--- config.mk ---
export PLATFORM = sky130hd
export DESIGN_NAME = wdl_top
export DESIGN_NICKNAME = d
export VERILOG_FILES = /design/src/wdl_pkg.sv /design/src/wdl_top.sv
export SDC_FILE = /design/constraint.sdc
export NUM_CORES = 1
export LEC_CHECK = 0
export BUFFER_PORTS_ARGS = -buffer_cell sky130_fd_sc_hd__buf_4
export CAP_MARGIN = 0
export CORE_UTILIZATION = 48
export CTS_CLUSTER_DIAMETER = 200
export DETAILED_ROUTE_END_ITERATION = 12
export PLACE_DENSITY = 0.69
export SLEW_MARGIN = 40
export SYNTH_ARGS = -nofsm -noshare
export SYNTH_HDL_FRONTEND = slang
export SYNTH_SLANG_ARGS = --single-unit
--- constraint.sdc ---
create_clock -name CLK_SYS -period 5.3 [get_ports CLK_SYS]
set_input_delay 0.265 -clock CLK_SYS [delete_from_list [all_inputs] [get_ports CLK_SYS]]
set_output_delay 0.265 -clock CLK_SYS [all_outputs]
set_load 0.02 [all_outputs]
--- src/wdl_pkg.sv ---
package wdl_pkg;

	// ********************************************
	// Bus geometry
	// ********************************************
	localparam int          ADDR_W        = 12;
	localparam int          DATA_W        = 32;

	// ********************************************
	// Register byte offsets
	// ********************************************
	localparam logic [11:0] OFS_RELOAD    = 12'h000;
	localparam logic [11:0] OFS_COUNT     = 12'h004;
	localparam logic [11:0] OFS_CTRL      = 12'h008;
	localparam logic [11:0] OFS_ICLR      = 12'h00c;
	localparam logic [11:0] OFS_RAW       = 12'h010;
	localparam logic [11:0] OFS_MASKED    = 12'h014;
	localparam logic [11:0] OFS_EVT_STAT  = 12'h018;
	localparam logic [11:0] OFS_EVT_MASK  = 12'h01c;
	localparam logic [11:0] OFS_LOCK      = 12'hc00;

	// ********************************************
	// Fields and reset values
	// ********************************************
	localparam int          CTRL_IRQ_ON   = 0;
	localparam int          CTRL_RBT_ON   = 1;
	localparam int          EVT_ZERO      = 0;
	localparam int          EVT_RBT       = 1;
	localparam int          EVT_W         = 2;
	localparam logic [31:0] RST_RELOAD    = 32'h0fffffff;
	localparam logic [31:0] RST_COUNT     = 32'h0fffffff;
	localparam logic [1:0]  RST_CTRL      = 2'h0;
	localparam logic [31:0] UNLOCK_KEY    = 32'h1acce551;
	localparam logic [1:0]  RESP_OKAY     = 2'h0;
	localparam logic [1:0]  RESP_SLVERR   = 2'h2;

	// ********************************************
	// Timing
	// ********************************************
	localparam int          SYS_CLK_HZ    = 25000000;
	localparam int          TICK_HZ       = 32768;
	localparam int          SYS_PER_TICK  = SYS_CLK_HZ / TICK_HZ;

	// Register selector from address decode
	typedef enum logic [3:0] {
		SEL_RELOAD,
		SEL_COUNT,
		SEL_CTRL,
		SEL_ICLR,
		SEL_RAW,
		SEL_MASKED,
		SEL_EVT_STAT,
		SEL_EVT_MASK,
		SEL_LOCK,
		SEL_NONE
	} wdl_sel_type;

endpackage

--- src/wdl_top.sv ---
`timescale 1ns/1ps
module wdl_top
	import wdl_pkg::*;
(
	input  wire logic              CLK_SYS,     // System clock, 25 MHz
	input  wire logic              RST_N,       // Synchronous reset, active low
	input  wire logic              TICK_CLK,    // Slow counting clock pin
	input  wire logic [ADDR_W-1:0] AWADDR,      // Write address
	input  wire logic              AWVALID,     // Write address valid
	output logic                   AWREADY,     // Write address ready
	input  wire logic [DATA_W-1:0] WDATA,       // Write data
	input  wire logic [3:0]        WSTRB,       // Write byte strobes
	input  wire logic              WVALID,      // Write data valid
	output logic                   WREADY,      // Write data ready
	output logic [1:0]             BRESP,       // Write response
	output logic                   BVALID,      // Write response valid
	input  wire logic              BREADY,      // Write response ready
	input  wire logic [ADDR_W-1:0] ARADDR,      // Read address
	input  wire logic              ARVALID,     // Read address valid
	output logic                   ARREADY,     // Read address ready
	output logic [DATA_W-1:0]      RDATA,       // Read data
	output logic [1:0]             RRESP,       // Read response
	output logic                   RVALID,      // Read data valid
	input  wire logic              RREADY,      // Read data ready
	output logic                   IRQ,         // Level interrupt
	output logic                   REBOOT_REQ   // System reset request
);

	// ********************************************
	// Helper functions
	// ********************************************

	// Word-aligned decode shared by both channels
	function automatic wdl_sel_type decode(input logic [ADDR_W-1:0] a);
		wdl_sel_type s;
		s = SEL_NONE;
		case ({a[ADDR_W-1:2], 2'b00})
			OFS_RELOAD:   s = SEL_RELOAD;
			OFS_COUNT:    s = SEL_COUNT;
			OFS_CTRL:     s = SEL_CTRL;
			OFS_ICLR:     s = SEL_ICLR;
			OFS_RAW:      s = SEL_RAW;
			OFS_MASKED:   s = SEL_MASKED;
			OFS_EVT_STAT: s = SEL_EVT_STAT;
			OFS_EVT_MASK: s = SEL_EVT_MASK;
			OFS_LOCK:     s = SEL_LOCK;
			default:      s = SEL_NONE;
		endcase
		return s;
	endfunction

	// Merge write data into a word under byte strobes
	function automatic logic [31:0] merge(input logic [31:0] old, input logic [31:0] d,
	                                      input logic [3:0] be);
		logic [31:0] r;
		r = old;
		for (int i = 0; i < 4; i++) begin
			if (be[i]) begin
				r[i*8 +: 8] = d[i*8 +: 8];
			end
		end
		return r;
	endfunction

	// ********************************************
	// Declarations
	// ********************************************
	logic              awready_q;
	logic              wready_q;
	logic              arready_q;
	logic              bvalid_q;
	logic              rvalid_q;
	logic [1:0]        bresp_q;
	logic [1:0]        rresp_q;
	logic [31:0]       rdata_q;
	logic              aw_full_q;
	logic              w_full_q;
	logic [ADDR_W-1:0] aw_addr_q;
	logic [31:0]       w_data_q;
	logic [3:0]        w_strb_q;
	logic              aw_full_d;
	logic              w_full_d;
	logic              bvalid_d;
	logic              rvalid_d;
	logic              aw_take;
	logic              w_take;
	logic              ar_take;
	logic              wr_do;
	wdl_sel_type       wr_sel;
	wdl_sel_type       rd_sel;
	logic              tclk_s1_q;
	logic              tclk_s2_q;
	logic              tclk_s3_q;
	logic              tick;
	logic [31:0]       reload_value_q;
	logic [31:0]       count_q;
	logic [1:0]        control_bits_q;
	logic              raw_irq_q;
	logic              locked_q;
	logic [EVT_W-1:0]  evt_q;
	logic [EVT_W-1:0]  evt_mask_q;
	logic              irq_q;
	logic              reboot_q;
	logic              wr_open;
	logic              reload_wr;
	logic              ctrl_wr;
	logic              iclr_wr;
	logic [31:0]       ctrl_new;
	logic              start_run;
	logic              at_zero;
	logic              zero_evt;
	logic              reboot_evt;
	logic [31:0]       evt_clr;
	logic [31:0]       strobed_wdata;
	logic [31:0]       mask_new;

	// ********************************************
	// AXI4-Lite write channels
	// ********************************************

	// Address and data accepted in either order
	assign aw_take   = AWVALID & awready_q;
	assign w_take    = WVALID & wready_q;
	assign wr_do     = aw_full_q & w_full_q & ~bvalid_q;
	assign aw_full_d = (aw_full_q | aw_take) & ~wr_do;
	assign w_full_d  = (w_full_q | w_take) & ~wr_do;
	assign bvalid_d  = wr_do | (bvalid_q & ~BREADY);

	// Decode the parked address, not the live bus
	assign wr_sel    = decode(aw_addr_q);

	// Handshake state; ready drops while a beat is parked
	always_ff @(posedge CLK_SYS) begin
		if (!RST_N) begin
			awready_q <= 1'b0;
			wready_q  <= 1'b0;
			aw_full_q <= 1'b0;
			w_full_q  <= 1'b0;
			bvalid_q  <= 1'b0;
			bresp_q   <= RESP_OKAY;
		end else begin
			aw_full_q <= aw_full_d;
			w_full_q  <= w_full_d;
			bvalid_q  <= bvalid_d;
			awready_q <= ~aw_full_d & ~bvalid_d;
			wready_q  <= ~w_full_d & ~bvalid_d;
			if (wr_do) begin
				bresp_q <= (wr_sel == SEL_NONE) ? RESP_SLVERR : RESP_OKAY;
			end
		end
	end

	// Payload capture
	always_ff @(posedge CLK_SYS) begin
		if (!RST_N) begin
			aw_addr_q <= '0;
			w_data_q  <= '0;
			w_strb_q  <= '0;
		end else begin
			if (aw_take) begin
				aw_addr_q <= AWADDR;
			end
			if (w_take) begin
				w_data_q <= WDATA;
				w_strb_q <= WSTRB;
			end
		end
	end

	// ********************************************
	// AXI4-Lite read channel
	// ********************************************
	// One read in flight; ready waits for the answer to drain
	assign ar_take  = ARVALID & arready_q;
	assign rvalid_d = ar_take | (rvalid_q & ~RREADY);
	assign rd_sel   = decode(ARADDR);

	// Read data sampled at acceptance, one cycle answer
	always_ff @(posedge CLK_SYS) begin
		if (!RST_N) begin
			arready_q <= 1'b0;
			rvalid_q  <= 1'b0;
			rdata_q   <= '0;
			rresp_q   <= RESP_OKAY;
		end else begin
			rvalid_q  <= rvalid_d;
			arready_q <= ~rvalid_d;
			if (ar_take) begin
				rresp_q <= RESP_OKAY;
				case (rd_sel)
					SEL_RELOAD:   rdata_q <= reload_value_q;
					SEL_COUNT:    rdata_q <= count_q;
					SEL_CTRL:     rdata_q <= {30'h0, control_bits_q};
					SEL_ICLR:     rdata_q <= 32'h0;
					SEL_RAW:      rdata_q <= {31'h0, raw_irq_q};
					SEL_MASKED:   rdata_q <= {31'h0, raw_irq_q & control_bits_q[CTRL_IRQ_ON]};
					SEL_EVT_STAT: rdata_q <= {30'h0, evt_q};
					SEL_EVT_MASK: rdata_q <= {30'h0, evt_mask_q};
					SEL_LOCK:     rdata_q <= {31'h0, locked_q};
					default: begin
						rdata_q <= 32'h0;
						rresp_q <= RESP_SLVERR;
					end
				endcase
			end
		end
	end

	// ********************************************
	// Write effects and lock
	// ********************************************

	// Lock register itself always writable; gates reload, control and clear writes, not event status or mask
	assign wr_open   = wr_do & ~locked_q;
	assign reload_wr = wr_open & (wr_sel == SEL_RELOAD);
	assign ctrl_wr   = wr_open & (wr_sel == SEL_CTRL);
	assign iclr_wr   = wr_open & (wr_sel == SEL_ICLR);
	assign ctrl_new  = merge({30'h0, control_bits_q}, w_data_q, w_strb_q);
	assign start_run = ctrl_wr & ctrl_new[CTRL_IRQ_ON] & ~control_bits_q[CTRL_IRQ_ON];
	assign evt_clr   = (wr_do & (wr_sel == SEL_EVT_STAT)) ? strobed_wdata : 32'h0;

	// Strobed views of the write word; lanes left out read as zero, or keep the old mask in mask_new
	assign strobed_wdata = merge(32'h0, w_data_q, w_strb_q);
	assign mask_new      = merge({30'h0, evt_mask_q}, w_data_q, w_strb_q);

	// Lock state: key opens, anything else closes
	always_ff @(posedge CLK_SYS) begin
		if (!RST_N) begin
			locked_q <= 1'b0;
		end else if (wr_do && wr_sel == SEL_LOCK) begin
			locked_q <= (strobed_wdata != UNLOCK_KEY);
		end
	end

	// Load value and control bits
	always_ff @(posedge CLK_SYS) begin
		if (!RST_N) begin
			reload_value_q <= RST_RELOAD;
			control_bits_q <= RST_CTRL;
		end else begin
			if (reload_wr) begin
				reload_value_q <= merge(reload_value_q, w_data_q, w_strb_q);
			end
			if (ctrl_wr) begin
				control_bits_q <= ctrl_new[1:0];
			end
		end
	end

	// ********************************************
	// Slow tick synchroniser
	// ********************************************

	// Tick pin is asynchronous; edge taken after two flops
	always_ff @(posedge CLK_SYS) begin
		if (!RST_N) begin
			tclk_s1_q <= 1'b0;
			tclk_s2_q <= 1'b0;
			tclk_s3_q <= 1'b0;
		end else begin
			tclk_s1_q <= TICK_CLK;
			tclk_s2_q <= tclk_s1_q;
			tclk_s3_q <= tclk_s2_q;
		end
	end
	// Edge taken from the second and third flops, never the first
	assign tick = tclk_s2_q & ~tclk_s3_q;

	// ********************************************
	// Down-counter
	// ********************************************
	// Zero counts only on a tick while running
	assign at_zero    = control_bits_q[CTRL_IRQ_ON] & tick & (count_q == 32'h0);
	assign zero_evt   = at_zero;
	assign reboot_evt = at_zero & raw_irq_q & control_bits_q[CTRL_RBT_ON];

	// Reload beats decrement: a reload this cycle discards the tick
	always_ff @(posedge CLK_SYS) begin
		if (!RST_N) begin
			count_q <= RST_COUNT;
		end else if (reload_wr) begin
			count_q <= merge(reload_value_q, w_data_q, w_strb_q);
		end else if (iclr_wr || start_run) begin
			count_q <= reload_value_q;
		end else if (control_bits_q[CTRL_IRQ_ON] && tick) begin
			if (count_q == 32'h0) begin
				count_q <= reload_value_q;
			end else begin
				count_q <= count_q - 32'h1;
			end
		end
	end

	// Raw status: a zero in the clear cycle still sets it
	always_ff @(posedge CLK_SYS) begin
		if (!RST_N) begin
			raw_irq_q <= 1'b0;
		end else begin
			raw_irq_q <= zero_evt | (raw_irq_q & ~iclr_wr);
		end
	end

	// Reset request sticks; only system reset releases it
	always_ff @(posedge CLK_SYS) begin
		if (!RST_N) begin
			reboot_q <= 1'b0;
		end else if (reboot_evt) begin
			reboot_q <= 1'b1;
		end
	end

	// ********************************************
	// Interrupt status, mask and output
	// ********************************************

	// Sticky events, write one to clear, set wins
	always_ff @(posedge CLK_SYS) begin
		if (!RST_N) begin
			evt_q      <= '0;
			evt_mask_q <= '0;
		end else begin
			evt_q[EVT_ZERO] <= zero_evt | (evt_q[EVT_ZERO] & ~evt_clr[EVT_ZERO]);
			evt_q[EVT_RBT]  <= reboot_evt | (evt_q[EVT_RBT] & ~evt_clr[EVT_RBT]);
			if (wr_do && wr_sel == SEL_EVT_MASK) begin
				evt_mask_q <= mask_new[EVT_W-1:0];
			end
		end
	end

	// Level interrupt, registered
	always_ff @(posedge CLK_SYS) begin
		if (!RST_N) begin
			irq_q <= 1'b0;
		end else begin
			irq_q <= |(evt_q & evt_mask_q);
		end
	end

	// ********************************************
	// Outputs
	// ********************************************
	// Bus handshake and answer
	assign AWREADY    = awready_q;
	assign WREADY     = wready_q;
	assign BVALID     = bvalid_q;
	assign BRESP      = bresp_q;
	assign ARREADY    = arready_q;
	assign RVALID     = rvalid_q;
	assign RDATA      = rdata_q;
	assign RRESP      = rresp_q;

	// Event outputs, clean registered levels
	assign IRQ        = irq_q;
	assign REBOOT_REQ = reboot_q;

endmodule // wdl_top

# Yosys cells after proc, flatten, opt, wreduce, memory -nomap -nowiden
# Cells that the tools add are included.
# word_totals
reg_bits,168
in_bits,68
out_inout_bits,43
word_cells,140
# op_classes
addsub,1
eq_ne,31
n_mux,19
bitwise,49
reduce_logical,14
# ops
cell,n
$pmux 32 s8,1
$mux 32,4
$eq 10x3->1 const B,8
$pmux 4 s9,2
$mux 8,8
$eq 10x2->1 const B,4
$logic_not 32->1,1
$ne 32x29->1 const B,1
$sub 32x1->32 const B,1
$and 1x1->1,27
$eq 4x3->1 const B,6
$eq 10x1->1 const B,2
$eq 10x10->1 const B,2
$logic_not 10->1,2
$eq 4x2->1 const B,4
$not 1->1,14
$eq 4x4->1 const B,3
$reduce_or 9->1,1
$logic_not 4->1,2
$or 1x1->1,7
$mux 2,3
$eq 4x1->1 const B,1
$reduce_and 2->1,2
$logic_and 1x1->1,3
5 further kinds,5

# Logic depth before layout (Yosys ltp)
# Gate-level depths: netlist of run 1.
# logic_depth
ltp_word,9
depth_mapped,9
ltp_nobuf,8

# Worst setup path before layout of run 1
# No wires, ideal clock.
# synth_path
path_kind,register to register
startpoint,register count_q[12]
endpoint,register count_q[15]
setup_time_ps,122
arrival_ps,2519
required_time_ps,5178
setup_slack_ps,2659
path_stages_with_launch,10
period_less_slack_ps,2641
cell_sequence,dfxtp_1 buf_2 or4_1 or4_1 buf_2 nor4b_4 buf_6 a21oi_2 a211o_1 a2bb2oi_1
# synth_via
elab_chain_cells,5
elab_cells_between_ends,6
# synth_rtl
element,line_no,source
from (decl),wdl_top.sv:96,logic [31:0] count_q;
from (signal assigned),wdl_top.sv:282,"count_q <= merge(reload_value_q, w_data_q, w_strb_q);"
from (signal assigned),wdl_top.sv:284,count_q <= reload_value_q;
from (signal assigned),wdl_top.sv:287,count_q <= reload_value_q;
$sub 32x1->32 / $logic_not 32->1 (equally long branches),"wdl_top.sv:289, wdl_top.sv:286",
$mux 32 (*),wdl_top.sv:286,if (count_q == 32'h0) begin
$mux 32 (*),wdl_top.sv:285,end else if (control_bits_q[CTRL_IRQ_ON] && tick) begin
$mux 32 (*),wdl_top.sv:283,end else if (iclr_wr || start_run) begin
$mux 32 (*),wdl_top.sv:281,end else if (reload_wr) begin
# Mark *: on every way between the ends. The rest lies on a longest branch, timed or not. The select of a mux whose other input is x is not followed.
# A chain may end at the register's enable or synchronous reset.

# Worst setup path after layout of run 1
# layout_path
startpoint,register count_q[18]
endpoint,register count_q[22]
# Same word-level chain as after synthesis.

==> impl_metrics.tcl, run 1 <==
set metrics [dict create \
    fp.dieW_um 130 \
    fin_setup_tns_ps 0 \
    async_reset_ff_frac 0 \
    tightestPinTransition_ps 856 \
    worstPathArrival_ps 3740 \
    viasPerCell 5.71 \
    seq_area_sq_um 3280 \
    fmax_mhz 297 \
    path_max_fanout 11 \
    clkPwrFrac 0.456 \
    p_seq_frac 0.472 \
    maxCapViolations 0 \
    fin_nets 1129 \
    cellLeakagePower_uw 0.00365 \
    area_growth_pct 18.1 \
    first_iter_violations 595 \
    synth_seq_cells 164 \
    rows 46 \
    vias 7343 \
    power_density_nw_per_um2 297 \
    startpoint_type "register" \
    postSynthAreaPerCell_sq_um 7.87 \
    post_cts.repair.setup_buffers 0 \
    syn-instance-count 999 \
    path_cells "or4_1 > or4_1 > nor4b_4 > a21oi_2 > a21oi_1 > a211o_1" \
    grt_max_degree 48 \
    irDropWorstVdd_uv 234 \
    die_area_sq_um 16900 \
    dp_slack_ps 2020 \
    end_kind "register" \
    coreArea_sq_um 15900 \
    grt_pass1_wl_um 35200 \
    antenna_found_initial 0 \
    setup_violations 0 \
    report.final.hold_viol_count 0 \
    antenna_left 0 \
    hpwlAfterDp_um 15500 \
    synth_area_sq_um 7860 \
    start_util 0.493 \
    max-clock-path-buffers 2 \
    first_pass_iters 5 \
    cts.repair.resized 0 \
    grt_pass1_vias 6520 \
    die_y_um 130 \
    wl_per_cell_um 17.0 \
    fin_area_sq_um 9280 \
    diodes 0 \
    hp-class "primary input to register" \
    synth-seq-area-share 0.418 \
    critPathKind "register to register" \
    synthFlopType "dfxtp_1" \
    slowest_stage "nor4b_4" \
    critPathMaxStageDelay_ps 740 \
    grt_remaining_overflow 0 \
    grt.total_usage 0.272 \
    clock_sinks 164 \
    status "completed" \
    cts_buffers 17 \
    htree_levels 4 \
    gp_congestion 0.929 \
    clock_latency_ps 430 \
    drv_slew 0 \
    switchingPower_uw 656 \
    cts_tree "built" \
    worstPathRequired_ps 5670 \
    multi_input_area_sq_um 4280 \
    drcViolationCount 0 \
    intPower_uw 2100 \
    drive_gt1_frac 0.161 \
    postCtsHoldBufs 0 \
    skew_ps 8.93 \
    rsz0062_at_grt "false" \
    p_sw_frac 0.238 \
    comb_power_share 0.072 \
    synth_edf_count 0 \
    cpMostUsedCell "or4_1" \
    clk_pin_slew_worst_paths_ps 60 \
    fin_crit_sh 0.636 \
    io_buffers 104 \
    pin_count 111 \
    finalWirelength_um 21900 \
    yosys_warnings 0 \
    timing.critical_path.buf_inv 0 \
    critPathTopFamily "simple AND/OR/NAND/NOR gates" \
    cts-root-buf "clkbuf_16" \
    final_core_util 0.582 \
    setup_ws_ps 1930 \
    synth_cell_types 67 \
    period_needed_ps 3370 \
    fillers 1529 \
    post_dp_cell_area_sq_um 8680 \
    maxSlewHeadroom 0.423 \
]
==> cell usage after synthesis, types with 8 or more instances <==
cell	number	area, sq um
inv_1	9	33.8
nand2_1	175	657
clkbuf_1	56	210
nor2_1	114	428
mux2i_1	53	531
mux2_2	13	146
nand4_1	11	68.8
nor3_1	27	135
o21ai_0	31	155
dfxtp_1	164	3280
and2_1	10	62.6
nor4_1	18	113
nand3_1	28	140
a31oi_1	9	56.3
o211ai_1	9	67.6
or4_1	8	60.1
o31ai_1	8	60.1
a21oi_1	119	596
==> flip-flops by register name, summed over array words and instances (netlist names), 2 cells and up <==
| name | flops |
|---|---|
| control_bits_q | 2 |
| aw_addr_q | 10 |
| evt_mask_q | 2 |
| evt_q | 2 |
| w_data_q | 32 |
| reload_value_q | 32 |
| RDATA | 32 |
| w_strb_q | 4 |
| count_q | 32 |
==> cells by family (layout without fill, tap and decap cells) <==
logic type               after synthesis  count (layout)  synth area share
AND/OR/NAND/NOR                      448             448             0.267
AO/OA/AOI/OAI                        230             230             0.175
flip-flops                           164             164             0.418
buffers and inverters                 79             150            0.0404
multiplexers                          66              66            0.0861
XOR/XNOR                               9               9            0.0100
adder cells (fa/ha/maj)                2               2           0.00318
other                                  1               2          0.000477
==> worst register-to-register path: cells and delay by family (launching register included) <==
family           cells  cell delay (ps)
AND/OR/NAND/NOR      3             2110
flip-flops           1              380
AO/OA/AOI/OAI        3              830
==> per-layer routing <==
metal	GRT usage	routed length (um)
met1	0.404	10700
met4	0.0814	351
met5	0	0
met3	0.0607	1640
met2	0.388	9180
==> layout make-up <==
type,count,area share
inverters,10,0.00404
clock inverters,12,0.0168
well taps,216,0.0291
multi-input cells,757,0.461
repair buffers,109,0.0881
clock buffers,19,0.0477
flip-flops and latches,164,0.354
==> power groups by stage <==
stage	Combinational [uW]	Clock (uW)	Sequential, uW
floorplan	127	0	1310
global placement	193	0	1330
detailed placement	195	0	1330
CTS	196	1280	1300
global route	218	1330	1310
finish	197	1260	1300
==> layout by cell type, fill, tap and decap left out, types with 4 or more instances in the layout <==
cell	count
a21o_1	6
o211ai_1	9
nand4_1	11
clkbuf_16	17
and2_1	9
nand3_1	28
o41ai_1	4
xnor2_1	4
inv_1	9
buf_4	109
a211o_1	4
mux2i_1	53
or4_1	7
o31ai_1	8
o21a_1	4
nor4_1	18
nand3b_1	5
clkinvlp_4	4
nor2b_1	5
nor3b_1	4
xor2_1	5
a21oi_1	119
nand2b_1	6
nand2_1	173
nor3_1	27
dfxtp_1	164
or3_1	6
or2_2	7
o21ai_0	31
a31oi_1	9
nor2_1	113
and3_1	5
o21ai_1	5
mux2_2	13
==> metrics by stage <==
step | power, uW | hold slack, ps | cells
after CTS | 2770 | 35.0 | 1287
after global placement | 1520 | 414 | 1256
after global routing | 2850 | 63.9 | 1287
after detailed placement | 1520 | 419 | 1256
after floorplan | 1440 | 392 | 1000
final | 2760 | 44.6 | 1287
==> final timing paths <==
check	from	endpoint	slack (ps)	cells past startpoint
min	TICK_CLK	tclk_s1_q$_SDFF_PN0_	40	2
max	count_q[18]$_SDFFE_PN1P_	count_q[22]$_SDFFE_PN1P_	1930	6
min reg2reg	tclk_s1_q$_SDFF_PN0_	tclk_s2_q$_SDFF_PN0_	430	1
max reg2reg	count_q[18]$_SDFFE_PN1P_	count_q[22]$_SDFFE_PN1P_	1930	6
No activity file was read; power rests on OpenSTA's default activity.
==> run 2, diff against run 1 <==
Settings changed: PLACE_DENSITY 0.69 to 0.71.
Clock period 5.3 ns to 2.98 ns, I/O delays scaled along.
==> run 2 against run 1 <==
Die area is the same. Sequential share of layout area shrank 3.0 points. Largest power group is now clock. Final cell count grew 7.2%. Power grew 86%. Critical endpoint is now count_q[20]$_SDFFE_PN1P_. Routed wire length grew 8.0%. Setup slack lost 1700 ps.
==> impl_metrics.tcl, run 2 (synthesized netlist as in run 1, its figures left out) <==
set metrics [dict create \
    vias 7887 \
    fin_area_sq_um 10100 \
    cts_buffers 17 \
    startpoint_type "register" \
    pin_count 111 \
    path_max_fanout 6 \
    die_y_um 130 \
    io_buffers 104 \
    skew_ps 6.71 \
    cts.repair.resized 0 \
    rsz0062_at_grt "false" \
    cellLeakagePower_uw 0.00410 \
    htree_levels 4 \
    tightestPinTransition_ps 674 \
    min_from "ARVALID" \
    hpwlAfterDp_um 16600 \
    grt.total_usage 0.293 \
    fin_setup_tns_ps 0 \
    maxCapViolations 0 \
    clock_sinks 164 \
    gp_congestion 0.940 \
    end_kind "register" \
    hp-class "primary input to register" \
    power_density_nw_per_um2 505 \
    post_cts.repair.setup_buffers 0 \
    report.final.hold_viol_count 0 \
    grt_pass1_wl_um 37800 \
    grt_remaining_overflow 0 \
    coreArea_sq_um 15900 \
    setup_violations 0 \
    critPathKind "register to register" \
    final_common_cell "nand2_1" \
    area_growth_pct 29.0 \
    cts-root-buf "clkbuf_16" \
    period_needed_ps 2720 \
    fp.dieW_um 130 \
    maxSlewHeadroom 0.550 \
    die_area_sq_um 16900 \
    start_util 0.493 \
    reg2reg_from "count_q[14]$_SDFFE_PN1P_" \
    rows 46 \
    finalWirelength_um 23600 \
    fmax_mhz 368 \
    crit_path_start "count_q[14]$_SDFFE_PN1P_" \
    worstPathRequired_ps 3300 \
    clk_pin_slew_worst_paths_ps 70 \
    antenna_left 0 \
    max-clock-path-buffers 2 \
    layout_common_cells "nand2_1, dfxtp_1, buf_4, a21oi_1, nor2_1" \
    clock_latency_ps 430 \
    diodes 0 \
    worstPathArrival_ps 3040 \
    antenna_found_initial 0 \
    drv_slew 0 \
    fin_nets 1221 \
    grt_max_degree 44 \
    postCtsHoldBufs 49 \
    fin_crit_sh 0.913 \
    cts_tree "built" \
    grt_pass1_vias 7140 \
    post_dp_cell_area_sq_um 9010 \
    viasPerCell 5.72 \
    drcViolationCount 0 \
    drive_gt1_frac 0.183 \
    first_iter_violations 585 \
    status "completed" \
    irDropWorstVdd_uv 406 \
    first_pass_iters 5 \
    wl_per_cell_um 17.1 \
    fillers 1349 \
]
## run 2: cell types whose count changed in the layout (fill, tap and decap cells not counted), sizes merged
cell	change
clkinv	-2
dlygate4sd3	+49
inv	+6
buf	+43
clkinvlp	-2
bufinv	+1
clkbuf	-2
## run 2: cell type report
| type | instances | area [sq um] | area share |
|---|---|---|---|
| clock buffers | 17 | 425 | 0.0419 |
| clock inverters | 15 | 214 | 0.0211 |
| inverters | 10 | 37.5 | 0.00370 |
| multi-input cells | 757 | 4270 | 0.421 |
| flip-flops and latches | 164 | 3280 | 0.324 |
| well taps | 216 | 270 | 0.0267 |
| repair buffers | 201 | 1640 | 0.162 |
## run 2: metrics by stage
step | cells | worst slack (ps) | hold WS (ps) | util | total power [uW]
after floorplan | 1000 | 339 | 276 | - | 2560
after global placement | 1299 | 293 | 357 | 0.565 | 2720
after detailed placement | 1299 | 291 | 363 | 0.565 | 2720
after CTS | 1380 | 273 | 11.0 | 0.636 | 5130
after global routing | 1380 | 128 | 29.5 | 0.636 | 5300
final | 1380 | 259 | 17.1 | 0.636 | 5120
## run 2: path summary, 6_finish.rpt
kind                            slack [ps]                  endpoint  cells past startpoint
worst max-delay path                   260  count_q[20]$_SDFFE_PN1P_                      7
worst min-delay path                    20     RDATA[1]$_SDFFE_PN0P_                      3
worst max register to register         260  count_q[20]$_SDFFE_PN1P_                      7
worst min register to register         440      tclk_s2_q$_SDFF_PN0_                      1
## run 2: report_power, final
group / switching [uW] / internal [uW]
sequential: 64.2 / 2250
clock: 963 / 1420
combinational: 219 / 208
## run 2: layer usage
metal	vias up	wire length, um	track usage
li1	3841	-	-
met1	3673	10900	0.413
met2	342	10300	0.443
met3	31	2090	0.0619
met4	0	396	0.0951
met5	-	0	0
## run 2: worst max-delay path, cell delays in order (launching register included)
cell and delay, ps:
dfxtp_1 360, or4_1 520, or4_1 710, nor4b_4 280
buf_4 200, or2_2 180, o31ai_1 90, a211o_1 270
